**src/rtl/pust_params.svh**
```systemverilog
`ifndef PUST_PARAMS_SVH
`define PUST_PARAMS_SVH

// clock and indicator timing
`define PUST_CLK_HZ 50000000
`define PUST_BLINK_ON_MS 200
`define PUST_BLINK_OFF_MS 200
`define PUST_BLINK_GAP_MS 1000
`define PUST_BLINK_ON_CYC (`PUST_BLINK_ON_MS * (`PUST_CLK_HZ / 1000))
`define PUST_BLINK_OFF_CYC (`PUST_BLINK_OFF_MS * (`PUST_CLK_HZ / 1000))
`define PUST_BLINK_GAP_CYC (`PUST_BLINK_GAP_MS * (`PUST_CLK_HZ / 1000))

// option switch bank
`define PUST_SW_WIDTH 8
`define PUST_SW_SELF_TEST_BIT 0
`define PUST_SYNC_FILL 2'h3

// ROM sockets: sixteen equal blocks, ascending
`define PUST_ROM_BASE 16'h8000
`define PUST_ROM_SIZE 16'h0800
`define PUST_ROM_SOCKETS 16
`define PUST_BOOT_SOCKET 4'hF
`define PUST_BUS_SOCK_FIRST 4'h4
`define PUST_BUS_SOCK_AFTER 4'hC
`define PUST_BUS_SOCK_COUNT 5'h08
`define PUST_HDR_ADDR_OFS 16'h0000
`define PUST_HDR_CKS_OFS 16'h0001
`define PUST_HDR_SUM_OFS 16'h0003

// RAM regions: main, bus board low pair, bus board high pair
`define PUST_RAM_MAIN_BASE 16'h0000
`define PUST_RAM_LOW_BASE 16'h0400
`define PUST_RAM_HIGH_BASE 16'h0800
`define PUST_RAM_REGION_SIZE 16'h0400
`define PUST_RAM_CHIP_SIZE 16'h0200
`define PUST_RAM_PAT_A 8'h55
`define PUST_RAM_PAT_B 8'hAA
`define PUST_RAM_LOW_CODE_OFS 5'h06
`define PUST_RAM_HIGH_CODE_OFS 5'h08

// parallel interface adapter, side A
`define PUST_PIA_CTRL_A 16'h4000
`define PUST_PIA_DDR_A 16'h4000
`define PUST_PIA_CTRL_A_ADDR 16'h4001
`define PUST_PIA_CTRL_TEST 8'h3B
`define PUST_PIA_CTRL_DDR_SEL 8'h00
`define PUST_PIA_CTRL_MASK 8'h3F
`define PUST_PIA_DDR_TEST 8'hA5
`define PUST_PIA_FULL_MASK 8'hFF

// talk/listen adapter
`define PUST_TLA_STATUS 16'h6000
`define PUST_TLA_ADDR_MODE 16'h6004
`define PUST_TLA_AUX_CMD 16'h6003
`define PUST_TLA_RESET_SET 8'h80
`define PUST_TLA_RESET_CLR 8'h00
`define PUST_TLA_LISTEN_ONLY 8'h40
`define PUST_TLA_TALK_ONLY 8'h80
`define PUST_TLA_TL_MASK 8'h06
`define PUST_TLA_LISTEN_BIT 8'h04
`define PUST_TLA_TALK_BIT 8'h02
`define PUST_TLA_NONE 8'h00
`define PUST_ADP_PIA_LAST 4'h4
`define PUST_ADP_LAST 4'hB

// indicator LED indices and failure codes
`define PUST_LED_COUNT 6
`define PUST_LED_BOOT 3'h0
`define PUST_LED_RAM 3'h1
`define PUST_LED_ROM 3'h2
`define PUST_LED_IBUS 3'h3
`define PUST_LED_HBUS 3'h4
`define PUST_LED_PASS 3'h5
`define PUST_CODE_ONE 5'h01

`endif

```
**src/rtl/pust_pkg.sv**
```systemverilog
package pust_pkg;

	typedef enum logic [3:0] {
		ST_STRAP, ST_NORMAL, ST_ROM_HDR0, ST_ROM_HDR1, ST_ROM_HDR3, ST_ROM_SUM, ST_ROM_NEXT,
		ST_RAM_WR, ST_RAM_RD, ST_RAM_NEXT, ST_ADP, ST_HALT
	} pust_state_e;

	typedef enum logic [1:0] {BL_ON, BL_OFF, BL_GAP} pust_blink_e;

	// one access on the processor bus
	typedef struct packed {
		logic we;
		logic [15:0] addr;
		logic [7:0] wdata;
	} pust_mem_s;

	// one adapter step: access, expected value and compare mask
	typedef struct packed {
		logic we;
		logic [15:0] addr;
		logic [7:0] data;
		logic [7:0] mask;
	} pust_adp_op_s;

endpackage

```
**src/rtl/pust_sequencer.sv**
```systemverilog
`timescale 1ns/1ps
`include "pust_params.svh"
module pust_sequencer
	import pust_pkg::*;
#(
	parameter int unsigned BLINK_ON_CYC = `PUST_BLINK_ON_CYC,
	parameter int unsigned BLINK_OFF_CYC = `PUST_BLINK_OFF_CYC,
	parameter int unsigned BLINK_GAP_CYC = `PUST_BLINK_GAP_CYC
) (
	input wire logic clock,
	input wire logic rst_b,
	input wire logic [`PUST_SW_WIDTH-1:0] option_switch_bank,
	input wire logic bus_board_present,
	output logic mem_req,
	output logic mem_we,
	output logic [15:0] mem_addr,
	output logic [7:0] mem_wdata,
	input wire logic mem_ack,
	input wire logic [7:0] mem_rdata,
	output logic normal_run,
	output logic test_active,
	output logic boot_rom_fail_led,
	output logic ram_fail_led,
	output logic rom_fail_led,
	output logic instrument_bus_fail_led,
	output logic host_bus_fail_led,
	output logic pass_led
);

	// ************************************************
	// strap capture
	// ************************************************
	logic [`PUST_SW_WIDTH:0] sync1_reg, sync2_reg, sync3_reg;
	logic [1:0] fill_reg;
	logic strap_done_reg;
	logic self_test_reg;
	logic board_reg;

	// three-stage sync; first stage is read only by the second
	always_ff @(posedge clock) begin
		if (!rst_b) begin
			sync1_reg <= '0;
			sync2_reg <= '0;
			sync3_reg <= '0;
		end else begin
			sync1_reg <= {bus_board_present, option_switch_bank};
			sync2_reg <= sync1_reg;
			sync3_reg <= sync2_reg;
		end
	end

	// latched once; later switch changes wait for the next power cycle
	always_ff @(posedge clock) begin
		if (!rst_b) begin
			fill_reg <= 2'h0;
			strap_done_reg <= 1'b0;
			self_test_reg <= 1'b0;
			board_reg <= 1'b0;
		end else if (fill_reg != `PUST_SYNC_FILL) begin
			fill_reg <= fill_reg + 2'h1;
		end else if (!strap_done_reg && sync2_reg == sync3_reg) begin
			strap_done_reg <= 1'b1;
			self_test_reg <= sync3_reg[`PUST_SW_SELF_TEST_BIT];
			board_reg <= sync3_reg[`PUST_SW_WIDTH];
		end
	end

	// ************************************************
	// sequencer
	// ************************************************
	pust_state_e state_reg;
	pust_mem_s mem_reg;
	logic req_reg;
	logic boot_reg;
	logic [3:0] sock_reg;
	logic [15:0] ofs_reg;
	logic [7:0] sum_reg;
	logic [7:0] stored_reg;
	logic msb0_reg;
	logic [4:0] empty_reg;
	logic [1:0] region_reg;
	logic pat_b_reg;
	logic [1:0] chip_err_reg;
	logic [3:0] op_reg;
	logic [2:0] led_sel_reg;
	logic [4:0] code_reg;
	logic [15:0] rom_base;
	logic [15:0] ram_base;
	logic [3:0] sock_next;
	logic [7:0] sum_next;
	logic [7:0] pat;
	logic ram_last;
	pust_adp_op_s adp_op;

	assign rom_base = `PUST_ROM_BASE + {sock_reg, 11'h000};
	assign sum_next = sum_reg + mem_rdata;
	assign pat = pat_b_reg ? `PUST_RAM_PAT_B : `PUST_RAM_PAT_A;
	assign ram_last = (ofs_reg == `PUST_RAM_REGION_SIZE - 16'h0001);

	// RAM region base and next socket, bus board sockets skipped when absent
	always_comb begin
		unique case (region_reg)
			2'h0: ram_base = `PUST_RAM_MAIN_BASE;
			2'h1: ram_base = `PUST_RAM_LOW_BASE;
			default: ram_base = `PUST_RAM_HIGH_BASE;
		endcase
		sock_next = sock_reg + 4'h1;
		if (!board_reg && sock_next == `PUST_BUS_SOCK_FIRST) begin
			sock_next = `PUST_BUS_SOCK_AFTER;
		end
	end

	// adapter step table
	always_comb begin
		adp_op = '0;
		unique case (op_reg)
			4'h0: adp_op = {1'b1, `PUST_PIA_CTRL_A_ADDR, `PUST_PIA_CTRL_TEST, 8'h00};
			4'h1: adp_op = {1'b0, `PUST_PIA_CTRL_A_ADDR, `PUST_PIA_CTRL_TEST, `PUST_PIA_CTRL_MASK};
			4'h2: adp_op = {1'b1, `PUST_PIA_CTRL_A_ADDR, `PUST_PIA_CTRL_DDR_SEL, 8'h00};
			4'h3: adp_op = {1'b1, `PUST_PIA_DDR_A, `PUST_PIA_DDR_TEST, 8'h00};
			4'h4: adp_op = {1'b0, `PUST_PIA_DDR_A, `PUST_PIA_DDR_TEST, `PUST_PIA_FULL_MASK};
			4'h5: adp_op = {1'b1, `PUST_TLA_AUX_CMD, `PUST_TLA_RESET_SET, 8'h00};
			4'h6: adp_op = {1'b1, `PUST_TLA_AUX_CMD, `PUST_TLA_RESET_CLR, 8'h00};
			4'h7: adp_op = {1'b0, `PUST_TLA_STATUS, `PUST_TLA_NONE, `PUST_TLA_TL_MASK};
			4'h8: adp_op = {1'b1, `PUST_TLA_ADDR_MODE, `PUST_TLA_LISTEN_ONLY, 8'h00};
			4'h9: adp_op = {1'b0, `PUST_TLA_STATUS, `PUST_TLA_LISTEN_BIT, `PUST_TLA_TL_MASK};
			4'hA: adp_op = {1'b1, `PUST_TLA_ADDR_MODE, `PUST_TLA_TALK_ONLY, 8'h00};
			default: adp_op = {1'b0, `PUST_TLA_STATUS, `PUST_TLA_TALK_BIT, `PUST_TLA_TL_MASK};
		endcase
	end

	// step walk; all test state lives in flops so a bad RAM cannot upset it
	always_ff @(posedge clock) begin
		if (!rst_b) begin
			state_reg <= ST_STRAP;
			mem_reg <= '0;
			req_reg <= 1'b0;
			boot_reg <= 1'b1;
			sock_reg <= `PUST_BOOT_SOCKET;
			ofs_reg <= 16'h0000;
			sum_reg <= 8'h00;
			stored_reg <= 8'h00;
			msb0_reg <= 1'b0;
			empty_reg <= 5'h00;
			region_reg <= 2'h0;
			pat_b_reg <= 1'b0;
			chip_err_reg <= 2'h0;
			op_reg <= 4'h0;
			led_sel_reg <= `PUST_LED_PASS;
			code_reg <= `PUST_CODE_ONE;
		end else begin
			unique case (state_reg)
				ST_STRAP: begin
					if (strap_done_reg) begin
						state_reg <= self_test_reg ? ST_ROM_HDR0 : ST_NORMAL;
					end
				end
				ST_NORMAL: begin
					state_reg <= ST_NORMAL;
				end
				// header: first location carries the upper address byte
				ST_ROM_HDR0: begin
					if (!req_reg) begin
						req_reg <= 1'b1;
						mem_reg <= {1'b0, rom_base + `PUST_HDR_ADDR_OFS, 8'h00};
					end else if (mem_ack) begin
						req_reg <= 1'b0;
						sum_reg <= mem_rdata;
						msb0_reg <= mem_rdata[7];
						state_reg <= ST_ROM_HDR1;
					end
				end
				ST_ROM_HDR1: begin
					if (!req_reg) begin
						req_reg <= 1'b1;
						mem_reg <= {1'b0, rom_base + `PUST_HDR_CKS_OFS, 8'h00};
					end else if (mem_ack) begin
						req_reg <= 1'b0;
						stored_reg <= mem_rdata;
						state_reg <= ST_ROM_HDR3;
					end
				end
				ST_ROM_HDR3: begin
					if (!req_reg) begin
						req_reg <= 1'b1;
						mem_reg <= {1'b0, rom_base + `PUST_HDR_SUM_OFS, 8'h00};
					end else if (mem_ack) begin
						req_reg <= 1'b0;
						if (!boot_reg && msb0_reg && mem_rdata[7]) begin
							empty_reg <= empty_reg + 5'h01;
							state_reg <= ST_ROM_NEXT;
						end else begin
							sum_reg <= sum_next;
							ofs_reg <= `PUST_HDR_SUM_OFS + 16'h0001;
							state_reg <= ST_ROM_SUM;
						end
					end
				end
				ST_ROM_SUM: begin
					if (!req_reg) begin
						req_reg <= 1'b1;
						mem_reg <= {1'b0, rom_base + ofs_reg, 8'h00};
					end else if (mem_ack) begin
						req_reg <= 1'b0;
						sum_reg <= sum_next;
						ofs_reg <= ofs_reg + 16'h0001;
						if (ofs_reg == `PUST_ROM_SIZE - 16'h0001) begin
							if (sum_next != stored_reg) begin
								state_reg <= ST_HALT;
								led_sel_reg <= boot_reg ? `PUST_LED_BOOT : `PUST_LED_ROM;
								code_reg <= boot_reg ? `PUST_CODE_ONE :
									(sock_reg < `PUST_BUS_SOCK_FIRST ? {1'b0, sock_reg} + 5'h01 :
									{1'b0, sock_reg} + 5'h02);
							end else begin
								state_reg <= ST_ROM_NEXT;
							end
						end
					end
				end
				ST_ROM_NEXT: begin
					ofs_reg <= 16'h0000;
					if (boot_reg) begin
						boot_reg <= 1'b0;
						state_reg <= ST_RAM_WR;
					end else if (sock_reg == `PUST_BOOT_SOCKET) begin
						op_reg <= 4'h0;
						state_reg <= ST_ADP;
					end else begin
						sock_reg <= sock_next;
						state_reg <= ST_ROM_HDR0;
					end
				end
				// write then read back each location, pattern A then B
				ST_RAM_WR: begin
					if (!req_reg) begin
						req_reg <= 1'b1;
						mem_reg <= {1'b1, ram_base + ofs_reg, pat};
					end else if (mem_ack) begin
						req_reg <= 1'b0;
						state_reg <= ST_RAM_RD;
					end
				end
				ST_RAM_RD: begin
					if (!req_reg) begin
						req_reg <= 1'b1;
						mem_reg <= {1'b0, ram_base + ofs_reg, 8'h00};
					end else if (mem_ack) begin
						req_reg <= 1'b0;
						if (mem_rdata != pat) begin
							if (ofs_reg < `PUST_RAM_CHIP_SIZE) begin
								chip_err_reg[0] <= 1'b1;
							end else begin
								chip_err_reg[1] <= 1'b1;
							end
						end
						pat_b_reg <= !pat_b_reg;
						if (pat_b_reg) begin
							ofs_reg <= ofs_reg + 16'h0001;
							state_reg <= ram_last ? ST_RAM_NEXT : ST_RAM_WR;
						end else begin
							state_reg <= ST_RAM_WR;
						end
					end
				end
				// whole region scanned so a both-chips failure is reported
				ST_RAM_NEXT: begin
					ofs_reg <= 16'h0000;
					if (chip_err_reg != 2'h0) begin
						state_reg <= ST_HALT;
						led_sel_reg <= `PUST_LED_RAM;
						unique case (region_reg)
							2'h0: code_reg <= {3'h0, chip_err_reg};
							2'h1: code_reg <= {3'h0, chip_err_reg} + `PUST_RAM_LOW_CODE_OFS;
							default: code_reg <= {3'h0, chip_err_reg} + `PUST_RAM_HIGH_CODE_OFS;
						endcase
					end else if (board_reg && region_reg != 2'h2) begin
						region_reg <= region_reg + 2'h1;
						state_reg <= ST_RAM_WR;
					end else begin
						sock_reg <= 4'h0;
						empty_reg <= board_reg ? 5'h00 : `PUST_BUS_SOCK_COUNT;
						state_reg <= ST_ROM_HDR0;
					end
				end
				ST_ADP: begin
					if (!req_reg) begin
						req_reg <= 1'b1;
						mem_reg <= {adp_op.we, adp_op.addr, adp_op.data};
					end else if (mem_ack) begin
						req_reg <= 1'b0;
						op_reg <= op_reg + 4'h1;
						if (!adp_op.we && ((mem_rdata ^ adp_op.data) & adp_op.mask) != 8'h00) begin
							state_reg <= ST_HALT;
							led_sel_reg <= (op_reg <= `PUST_ADP_PIA_LAST) ? `PUST_LED_IBUS : `PUST_LED_HBUS;
							code_reg <= `PUST_CODE_ONE;
						end else if (op_reg == `PUST_ADP_LAST ||
							(op_reg == `PUST_ADP_PIA_LAST && !board_reg)) begin
							state_reg <= ST_HALT;
							led_sel_reg <= `PUST_LED_PASS;
							code_reg <= empty_reg + 5'h01;
						end
					end
				end
				default: begin
					state_reg <= ST_HALT;
				end
			endcase
		end
	end

	assign mem_req = req_reg;
	assign mem_we = mem_reg.we;
	assign mem_addr = mem_reg.addr;
	assign mem_wdata = mem_reg.wdata;

	// ************************************************
	// indicator blinker
	// ************************************************
	pust_blink_e blink_reg;
	logic [31:0] bcnt_reg;
	logic [4:0] left_reg;
	logic [`PUST_LED_COUNT-1:0] led_reg;
	logic run_reg;
	logic active_reg;

	// burst of code pulses, long gap, repeat; never leaves the halt state
	always_ff @(posedge clock) begin
		if (!rst_b || state_reg != ST_HALT) begin
			blink_reg <= BL_GAP;
			bcnt_reg <= 32'h0000_0001;
			left_reg <= 5'h00;
		end else if (bcnt_reg != 32'h0000_0001) begin
			bcnt_reg <= bcnt_reg - 32'h0000_0001;
		end else begin
			unique case (blink_reg)
				BL_ON: begin
					blink_reg <= BL_OFF;
					bcnt_reg <= BLINK_OFF_CYC;
				end
				BL_OFF: begin
					if (left_reg == 5'h00) begin
						blink_reg <= BL_GAP;
						bcnt_reg <= BLINK_GAP_CYC;
					end else begin
						blink_reg <= BL_ON;
						bcnt_reg <= BLINK_ON_CYC;
						left_reg <= left_reg - 5'h01;
					end
				end
				BL_GAP: begin
					blink_reg <= BL_ON;
					bcnt_reg <= BLINK_ON_CYC;
					left_reg <= code_reg - 5'h01;
				end
			endcase
		end
	end

	// registered indicator and mode outputs
	always_ff @(posedge clock) begin
		if (!rst_b) begin
			led_reg <= '0;
			run_reg <= 1'b0;
			active_reg <= 1'b0;
		end else begin
			led_reg <= '0;
			if (state_reg == ST_HALT && blink_reg == BL_ON) begin
				led_reg[led_sel_reg] <= 1'b1;
			end
			run_reg <= (state_reg == ST_NORMAL);
			active_reg <= (state_reg != ST_NORMAL && state_reg != ST_STRAP);
		end
	end

	assign boot_rom_fail_led = led_reg[`PUST_LED_BOOT];
	assign ram_fail_led = led_reg[`PUST_LED_RAM];
	assign rom_fail_led = led_reg[`PUST_LED_ROM];
	assign instrument_bus_fail_led = led_reg[`PUST_LED_IBUS];
	assign host_bus_fail_led = led_reg[`PUST_LED_HBUS];
	assign pass_led = led_reg[`PUST_LED_PASS];
	assign normal_run = run_reg;
	assign test_active = active_reg;

endmodule

```
**config.mk**
```make
export PLATFORM = sky130hd
export DESIGN_NAME = pust_sequencer
export DESIGN_NICKNAME = d
export VERILOG_FILES = /design/src/rtl/pust_pkg.sv /design/src/rtl/pust_sequencer.sv
export VERILOG_INCLUDE_DIRS = /design/src /design/src/rtl
export SDC_FILE = /design/constraint.sdc
export NUM_CORES = 1
export LEC_CHECK = 0
export BUFFER_PORTS_ARGS = -buffer_cell sky130_fd_sc_hd__clkbuf_2
export CELL_PAD_IN_SITES_DETAIL_PLACEMENT = 1
export CELL_PAD_IN_SITES_GLOBAL_PLACEMENT = 2
export CORE_MARGIN = 2
export CORE_UTILIZATION = 38
export CTS_CLUSTER_SIZE = 10
export DETAILED_ROUTE_END_ITERATION = 8
export GPL_TIMING_DRIVEN = 1
export MAX_ROUTING_LAYER = met4
export PLACE_DENSITY_LB_ADDON = 0.1
export SYNTH_ARGS = -nofsm -noshare
export SYNTH_HDL_FRONTEND = slang
export SYNTH_SLANG_ARGS = --single-unit
```
**constraint.sdc**
```tcl
create_clock -name clock -period 3.55 [get_ports clock]
set_input_delay 0.71 -clock clock [delete_from_list [all_inputs] [get_ports clock]]
set_output_delay 0.71 -clock clock [all_outputs]
set_load 0.02 [all_outputs]
```
==> results by stage, run 1 <==
Outcome:
- The run finished with clean final reports.

GRT:
- The global-route wire length before repair is 42600 microns.
- The largest net degree at the start of global routing is 37.
- The layer with the highest usage after global routing is met2.
- Across every metal layer, demand over resource in global routing totals 21.2%.
- The met1 capacity usage during global routing is 28.3%.
- The overflow left after global routing is 0.
- The met2 track demand over resource in global routing is 34.2%.
- The number of antenna violations at the first check in global routing is 0.
- Global routing consumed, on the met3 layer, 3.12% of the routing resources.
- The via count of the first global-routing pass was 7849.

Timing:
- The final-report hold violation count is 0.
- Setup repair after global routing left no endpoint under its margin.
- For this run, the top clock speed supported by timing is 322 MHz.
- The total count of max-transition violations in the final report was 0.
- Setup violations remaining at the end of the flow were counted as 0.
- Measured against its own limit, the worst slew margin works out to 45.6%.
- At the pin with the least slew margin, the transition time is 0.817 ns.
- On the final layout, the worst clock skew is 0.0176 ns.
- The post-route worst hold slack is 0.436 ns.
- Subtracting the final worst setup slack from the clock period gives 3.11 ns.
- Summed over all failing endpoints, the final setup total negative slack is 0 ns.
- The final worst-path cycle share is 87.5%.

Clock tree:
- The H-tree was split into 4 levels.
- The worst-case clock buffer depth is 2.
- The tree built by TritonCTS fans out to 183 sinks.
- The number of buffers added by the clock tree synthesis step is 17.
- Clock-pin slew was measured on the worst setup and hold paths at 0.07 ns.
- After clock tree synthesis, the repair step resized 0 gates.
- The post-cts hold buffer count is 0.
- Buffers added to address setup during post-CTS repair amount to 0.
- TritonCTS built the clock tree.
- At the later pin of the worst-skew pair, clock insertion delay measures 0.44 ns.
- The root cell of the clock tree is sky130_fd_sc_hd__clkbuf_16.

Min path:
- The worst hold path belongs to the class reg2reg.

Pwr:
- The overall power is 4.16 mW.
- In this run switching power makes up 26.0% of total power.
- The internal power is 3.08 mW.
- The analysis attributes to net switching a power of 1.08 mW.
- The leakage power is 4.04 nW.
- The proportion of power drawn by flip-flops and latches is 50.2%.
- The clock group share of total power is 45.6%.
- The areal power density over the cells is 393 mW/mm^2.
- The combinational share of power is 4.2%.
- Across the VDD grid, the largest voltage drop is 0.283 mV.

Synth:
- Summed over its instances, the top area cell type makes up 39.6% of the synthesized netlist area.
- Of the synthesized area, sequential elements account for 39.6%.
- Counting flops with a built-in enable in the synthesized netlist gives 0.
- The average instance in the mapped netlist occupies 8.51 sq um.
- The cell count after synthesis is 1087.
- The yosys synthesis warning count is 0.
- The area of the mapped netlist is 0.00925 sq mm.
- The number of synthesized register bits is 183.
- The distinct cell type count of the synthesized netlist is 78.
- For this run, the leading register cell type out of synthesis is sky130_fd_sc_hd__dfxtp_1.
- Yosys attributes the largest share of cell area to sky130_fd_sc_hd__dfxtp_1 (40%), sky130_fd_sc_hd__nor2_1 (6.1%), sky130_fd_sc_hd__xnor2_1 (6.0%), sky130_fd_sc_hd__ha_1 (5.0%), sky130_fd_sc_hd__a21oi_1 (4.5%).
- The synthesized design spends more area on one cell type than any other, namely sky130_fd_sc_hd__dfxtp_1.
- The share of flip-flops with an asynchronous set or reset after synthesis is 0%.
- The number of nets produced by synthesis is 1147.

Die:
- The number of rows created at floorplan is 57.
- The die covers 0.0256 sq mm.
- The total area inside the core boundary comes to 0.0241 sq mm.
- The initial utilization of the core area, before any placement, comes to 38.4%.
- The overall die width is 160 microns.
- The die is 160 microns tall.
- During I/O placement, the number of pins put on the boundary was 54.

Worst setup path:
- The category of the worst setup path capture point is a register.
- On the worst path, the slowest cell contributes a delay of 0.43 ns.
- The worst setup path is launched from a primary input.
- Broken down by cell family, the worst path's largest delay share belongs to compound AO/OA/AOI/OAI gates.
- The critical path goes through clkbuf_2 > ha_1 > fa_1 > a21o_1 > a221oi_1 > xnor3_1 > nor4_2 > a31oi_1 > a2111oi_0 > a21oi_1.
- The required time of the critical path is 3.86 ns.
- In this run the register-to-register setup slack is 0.51 ns.
- In this run the worst path has a maximum fanout of 3.
- The arrival time at the worst endpoint is 3.42 ns.
- The critical path in this run is classified as in2reg.
- The critical-path cell with the highest stage delay is sky130_fd_sc_hd__a2111oi_0.
- The number of buffers and inverters on the critical path is 1.

Finish:
- The footprint of the flip-flops and latches is 0.00366 sq mm.
- The number of flip-flops in the largest register is 32.
- Cells with a size suffix above 1 make up 12.4% of the layout.
- The repair_antennas step left the layout with diodes totalling 0.
- At the end of the flow, the number of nets in the layout was 1204.
- The area added between synthesis and finish is 14.6%.
- The number of fill cells is 2915.
- The area of combinational cells with multiple inputs is 0.00530 sq mm.
- The most common cell after layout, fill and taps aside is sky130_fd_sc_hd__dfxtp_1.
- The area of all placed cells without fillers is 0.0106 sq mm.
- In the layout the commonest cells are sky130_fd_sc_hd__dfxtp_1 (183), sky130_fd_sc_hd__nor2_1 (150), sky130_fd_sc_hd__nand2_1 (88).
- The number of non-filler instances in the completed layout is 1481.

Drt:
- The final route contains 7922 vias.
- In this run the remaining antenna-violating nets after routing total 0.
- The via density per instance is 5.35.
- After detailed routing, the number of remaining DRC violations is 0.
- The wire length reported by the detailed router is 25900 microns.
- In this run, the number of DRC markers left after iteration 0 of detailed routing was 445.
- The number of search-and-repair iterations in the first detailed-routing pass is 5.
- The routed wire length per instance is 17.5 microns.

Place:
- Routability-driven placement finished with a final weighted congestion of 0.825.
- In this run, placement finished with an instance count of 1449.
- In this run the tool buffered the top-level ports with 53 buffer cells.
- The placed instances occupy a cell area of 0.0100 sq mm.
- The HPWL after detailed placement is 18900 microns.

Flow run:
- The number of maximum-capacitance violations is 0.
-- through the flow --
stage / worst slack [ns] / util [%]
after floorplan: 0.408 / -
after global placement: 0.154 / 41.6
after detailed placement: 0.0255 / 41.6
after CTS: 0.463 / 44.0
after global routing: 0.267 / 44.0
final: 0.443 / 44.0
-- cells in the mapped netlist (all sizes together), types with 3 or more instances --
cell	number
a211oi	7
a21o	11
a21oi	84
a222oi	3
a22oi	5
a311oi	11
a31oi	12
a41oi	3
and2	30
and3	6
buf	10
clkbuf	46
dfxtp	183
fa	3
ha	37
inv	21
mux2i	28
nand2	88
nand2b	10
nand3	34
nand3b	9
nand4	12
nand4b	5
nor2	150
nor2b	9
nor3	36
nor3b	6
nor4	12
nor4bb	4
o211ai	4
o21a	8
o21ai	43
o21bai	3
o221ai	3
o22ai	3
o31ai	7
or2	7
or3	9
or4	6
xnor2	63
xor2	19
-- worst paths after layout --
path,start,to,depth (start not counted)
hold reg to reg,sync1_reg[3],sync2_reg[3],1
hold / removal,sync1_reg[3],sync2_reg[3],1
setup / recovery,mem_rdata[0],state_reg[0],10
setup reg to reg,sum_reg[0],state_reg[0],9
-- logic make-up (layout without fill, tap and decap cells) --
family / count (synthesis) / count (layout) / synth area share [%]
compound gates: 226 / 226 / 15.4
xor+xnor: 86 / 86 / 8.76
fa+ha+maj: 40 / 40 / 5.65
buf+inv: 78 / 148 / 3.23
flops: 183 / 183 / 39.6
mux: 30 / 30 / 3.27
simple gates: 444 / 444 / 24.1
-- cell type report --
| type | instances | share of cell area (%) |
|---|---|---|
| multi-input combinational | 826 | 49.9 |
| inverter | 22 | 0.779 |
| timing repair buffer | 94 | 5.40 |
| clock inverter | 15 | 1.50 |
| clock buffer | 17 | 4.01 |
| sequential | 183 | 34.5 |
| tap | 324 | 3.82 |
-- routing by layer --
layer  part of all wire, %  vias to the layer above
li1                      -                     3942
met1                    49                     3860
met2                    47                       94
met3                   2.6                       26
met4                   1.2                        0
met5                     0                        -
-- power groups by stage --
| stage | logic (mW) | registers (mW) | clock network, mW |
|---|---|---|---|
| floorplan | 0.118 | 2.13 | 0 |
| global placement | 0.173 | 2.14 | 0 |
| detailed placement | 0.174 | 2.14 | 0 |
| CTS | 0.175 | 2.09 | 1.96 |
| global route | 0.195 | 2.09 | 2.03 |
| finish | 0.174 | 2.09 | 1.90 |
Power figures use the tool's default switching activity.
==> inputs of run 2 (changes only) <==
--- a/config.mk
+++ b/config.mk
@@ -6,15 +6,14 @@
 export SDC_FILE = /design/constraint.sdc
 export NUM_CORES = 1
 export LEC_CHECK = 0
-export BUFFER_PORTS_ARGS = -buffer_cell sky130_fd_sc_hd__clkbuf_2
 export CELL_PAD_IN_SITES_DETAIL_PLACEMENT = 1
 export CELL_PAD_IN_SITES_GLOBAL_PLACEMENT = 2
 export CORE_MARGIN = 2
-export CORE_UTILIZATION = 38
+export CORE_UTILIZATION = 39
 export CTS_CLUSTER_SIZE = 10
 export DETAILED_ROUTE_END_ITERATION = 8
+export DONT_BUFFER_PORTS = 1
 export GPL_TIMING_DRIVEN = 1
-export MAX_ROUTING_LAYER = met4
 export PLACE_DENSITY_LB_ADDON = 0.1
 export SYNTH_ARGS = -nofsm -noshare
 export SYNTH_HDL_FRONTEND = slang
==> run 2 against run 1 <==
- utilization rose by 0.081 points
- critical path depth fell by 1
- hold slack got worse by 0.059 ns
- first-iteration DRC count fell by 11%
- largest cell class unchanged
- highest routed layer unchanged
==> results by stage, run 2 (same netlist as run 1, synthesis figures left out) <==
Die:
- The overall die width is 158 microns (was 160 microns).
- The core region area was 0.0234 sq mm (was 0.0241 sq mm).
- The I/O pin count came to 54 (unchanged).
- The die footprint was 0.0250 sq mm (was 0.0256 sq mm).
- The effective utilization at floorplan is 39.5% (was 38.4%).
- The die height is 158 microns (was 160 microns).
- The number of rows created at floorplan came to 56 (was 57).

Clock tree:
- The clock sink count was 183 (unchanged).
- The number of buffers added by the clock tree synthesis step is 17 (unchanged).
- The number of buffers inserted by post-CTS setup repair is 0 (unchanged).
- The root cell of the clock tree is sky130_fd_sc_hd__clkbuf_16 (unchanged).
- The CTS tree was yes (unchanged).
- The clock slew at the register clock pins of the worst setup and hold paths is 0.08 ns (was 0.07 ns).
- The post-cts resize count is 0 (unchanged).
- The post-cts hold buffer count is 0 (unchanged).
- The worst-case clock buffer depth is 2 (unchanged).
- The clock insertion delay at the later pin of the skew report is 0.44 ns (about the same).
- The H-tree depth reported by CTS was 4 (unchanged).

Drt:
- The wire length reported by the detailed router is 25400 microns (was 25900 microns).
- The detailed-route via count is 7677 (was 7922).
- The via density per instance is 5.42 (was 5.35).
- The number of search-and-repair iterations in the first detailed-routing pass is 5 (unchanged).
- The initial detailed-routing violation count is 396 (was 445).
- The number of design rule violations left after detail routing is 0 (unchanged).
- The routed wire length per instance came to 17.9 microns (was 17.5 microns).
- The remaining antenna violation count after routing was 0 (unchanged).

Pwr:
- The worst supply voltage drop on vdd is 0.317 mV (was 0.283 mV).
- The areal power density over the cells is 407 mW/mm^2 (was 393 mW/mm^2).
- The leakage power is 3.79 nW (was 4.04 nW).

Worst setup path:
- The capture point of the worst reg-to-reg path is state_reg[0] (unchanged).
- The depth of the worst register-to-register path is 9 (unchanged).
- The category of the worst setup path capture point is a register (unchanged).
- The arrival time at the worst endpoint is 3.36 ns (was 3.42 ns).
- The launch instance of the worst register-to-register path is sum_reg[0] (unchanged).
- The kind of start point of the critical path was a register (was primary input).
- The maximum fanout count along the critical path is 3 (unchanged).
- The start-to-end type of the worst setup path is reg2reg (was in2reg).
- The required time of the critical path is 3.86 ns (about the same).
- The flop-to-flop setup slack came to 0.51 ns (about the same).

Min path:
- The cell depth of the worst min-delay path was 1 (unchanged).
- The path category of the worst min-delay check is in2reg (was reg2reg).
- The hold path endpoint is sock_reg[0] (was sync2_reg[3]).
- The startpoint of the most critical hold path was rst_b (was sync1_reg[3]).

Finish:
- The number of non-filler instances in the completed layout is 1417 (was 1481).
- The share of cells above drive strength 1 came to 7.65% (was 12.4%).
- The most common cell after layout, fill and taps aside is sky130_fd_sc_hd__dfxtp_1 (unchanged).
- The total number of nets in the final design came to 1145 (was 1204).
- The number of diodes is 0 (unchanged).
- The final design utilization was 44.1% (was 44.0%).
- Highest-count cells in the layout ignoring fill and taps: sky130_fd_sc_hd__dfxtp_1 (183), sky130_fd_sc_hd__nor2_1 (150), sky130_fd_sc_hd__nand2_1 (88) (unchanged).
- The number of flip-flops in the largest register is 32 (unchanged).
- The number of fill cells came to 2777 (was 2915).
- The area added between synthesis and finish is 11.5% (was 14.6%).

GRT:
- The overflow left after global routing is 0 (unchanged).
- The global-route met3 utilization was 4.22% (was 3.12%).
- The global-route wire length before repair is 41400 microns (was 42600 microns).
- The met2 track demand over resource in global routing is 37.7% (was 34.2%).
- The largest net degree at the start of global routing is 49 (was 37).
- The via count of the first global-routing pass was 7849 (unchanged).
- The aggregate global-route resource usage is 21.2% (about the same).
- The layer with the highest usage after global routing is met2 (unchanged).
- The number of antenna violations at the first check in global routing is 0 (unchanged).
- The met1 capacity usage during global routing was 26.3% (was 28.3%).

Timing:
- The final-report hold violation count is 0 (unchanged).
- The count of endpoints failing setup in the final report was 0 (unchanged).
- The final worst-path cycle share was 85.7% (was 87.5%).
- The final total negative setup slack came to 0 ns (unchanged).
- The fmax is 329 MHz (was 322 MHz).
- The total count of max-transition violations in the final report is 0 (unchanged).
- The slew at the pin closest to its max-slew limit was 1.16 ns (was 0.817 ns).
- The final critical-path required period came to 3.04 ns (was 3.11 ns).
- The worst clock skew came to 0.0131 ns (was 0.0176 ns).
- The worst-case headroom to the max-slew limit is 22.7% (was 45.6%).
- RSZ-0062 raised after global routing: no (unchanged).

Place:
- The post-detailed-placement half-perimeter wirelength came to 18400 microns (was 18900 microns).
- The placer congestion estimate was 0.804 (was 0.825).
- The quantity of I/O buffers inserted on ports is 0 (was 53).
- The placed instance count is 1385 (was 1449).

Flow run:
- The number of maximum-capacitance violations is 0 (unchanged).

Outcome:
- Outcome: completed (unchanged).
## run 2: cell types whose count changed in the layout (fill, tap and decap cells not counted), sizes merged
cell	before	now
clkbuf	70	17
bufinv	0	1
buf	41	35
clkinvlp	3	2
## run 2: worst max-delay path by stage
stage / slack, ns / cells past startpoint / start / to
final: 0.51 / 9 / sum_reg[0] / state_reg[0]
after detailed placement: 0.15 / 9 / mem_rdata[0] / state_reg[0]
after CTS: 0.54 / 9 / sum_reg[0] / state_reg[0]
after global routing: 0.35 / 9 / state_reg[1] / adp_op[16]
after global placement: 0.22 / 9 / mem_rdata[0] / state_reg[0]
after floorplan: 0.41 / 9 / mem_rdata[0] / state_reg[0]
## run 2: final cells by class
| cell class | instances | area [sq um] | share of cell area [%] |
|---|---|---|---|
| sequential | 183 | 3660 | 35.5 |
| inverter | 22 | 82.6 | 0.801 |
| tap | 319 | 399 | 3.87 |
| clock buffer | 17 | 425 | 4.12 |
| timing repair buffer | 35 | 263 | 2.55 |
| clock inverter | 15 | 185 | 1.80 |
| multi-input combinational | 826 | 5300 | 51.3 |
## run 2: worst max-delay path: stages, from the launching register on
cell and delay (ns):
sky130_fd_sc_hd__dfxtp_1 0.32, sky130_fd_sc_hd__ha_1 0.20, sky130_fd_sc_hd__fa_1 0.41, sky130_fd_sc_hd__a21o_1 0.20, sky130_fd_sc_hd__a221oi_1 0.40, sky130_fd_sc_hd__xnor3_1 0.28, sky130_fd_sc_hd__nor4_2 0.35, sky130_fd_sc_hd__a31oi_1 0.21
sky130_fd_sc_hd__a2111oi_0 0.43, sky130_fd_sc_hd__a21oi_1 0.12
## run 2: through the flow
stage / hold WS [ns] / power, mW / setup slack, ns / cell area, sq um
after detailed placement: 0.421 / 2.28 / 0.151 / 9700
after global placement: 0.414 / 2.28 / 0.219 / 9700
after global routing: 0.347 / 4.36 / 0.346 / 10300
after CTS: 0.343 / 4.27 / 0.541 / 10300
final: 0.376 / 4.19 / 0.508 / 10300
after floorplan: 0.412 / 2.25 / 0.408 / 9250
## run 2: layer usage
layer,wire length [microns],vias up,share of wire [%]
met3,756,18,3.0
met2,12400,89,49
met5,0,-,0
li1,-,3829,-
met1,12000,3741,47
met4,278,0,1.1
## run 2: power breakdown
| part | internal (mW) | switching (mW) | total, mW |
|---|---|---|---|
| clock | 1.01 | 0.948 | 1.96 |
| combinational | 0.0581 | 0.0778 | 0.136 |
| sequential | 2.07 | 0.0227 | 2.09 |
| total | 3.15 | 1.05 | 4.19 |
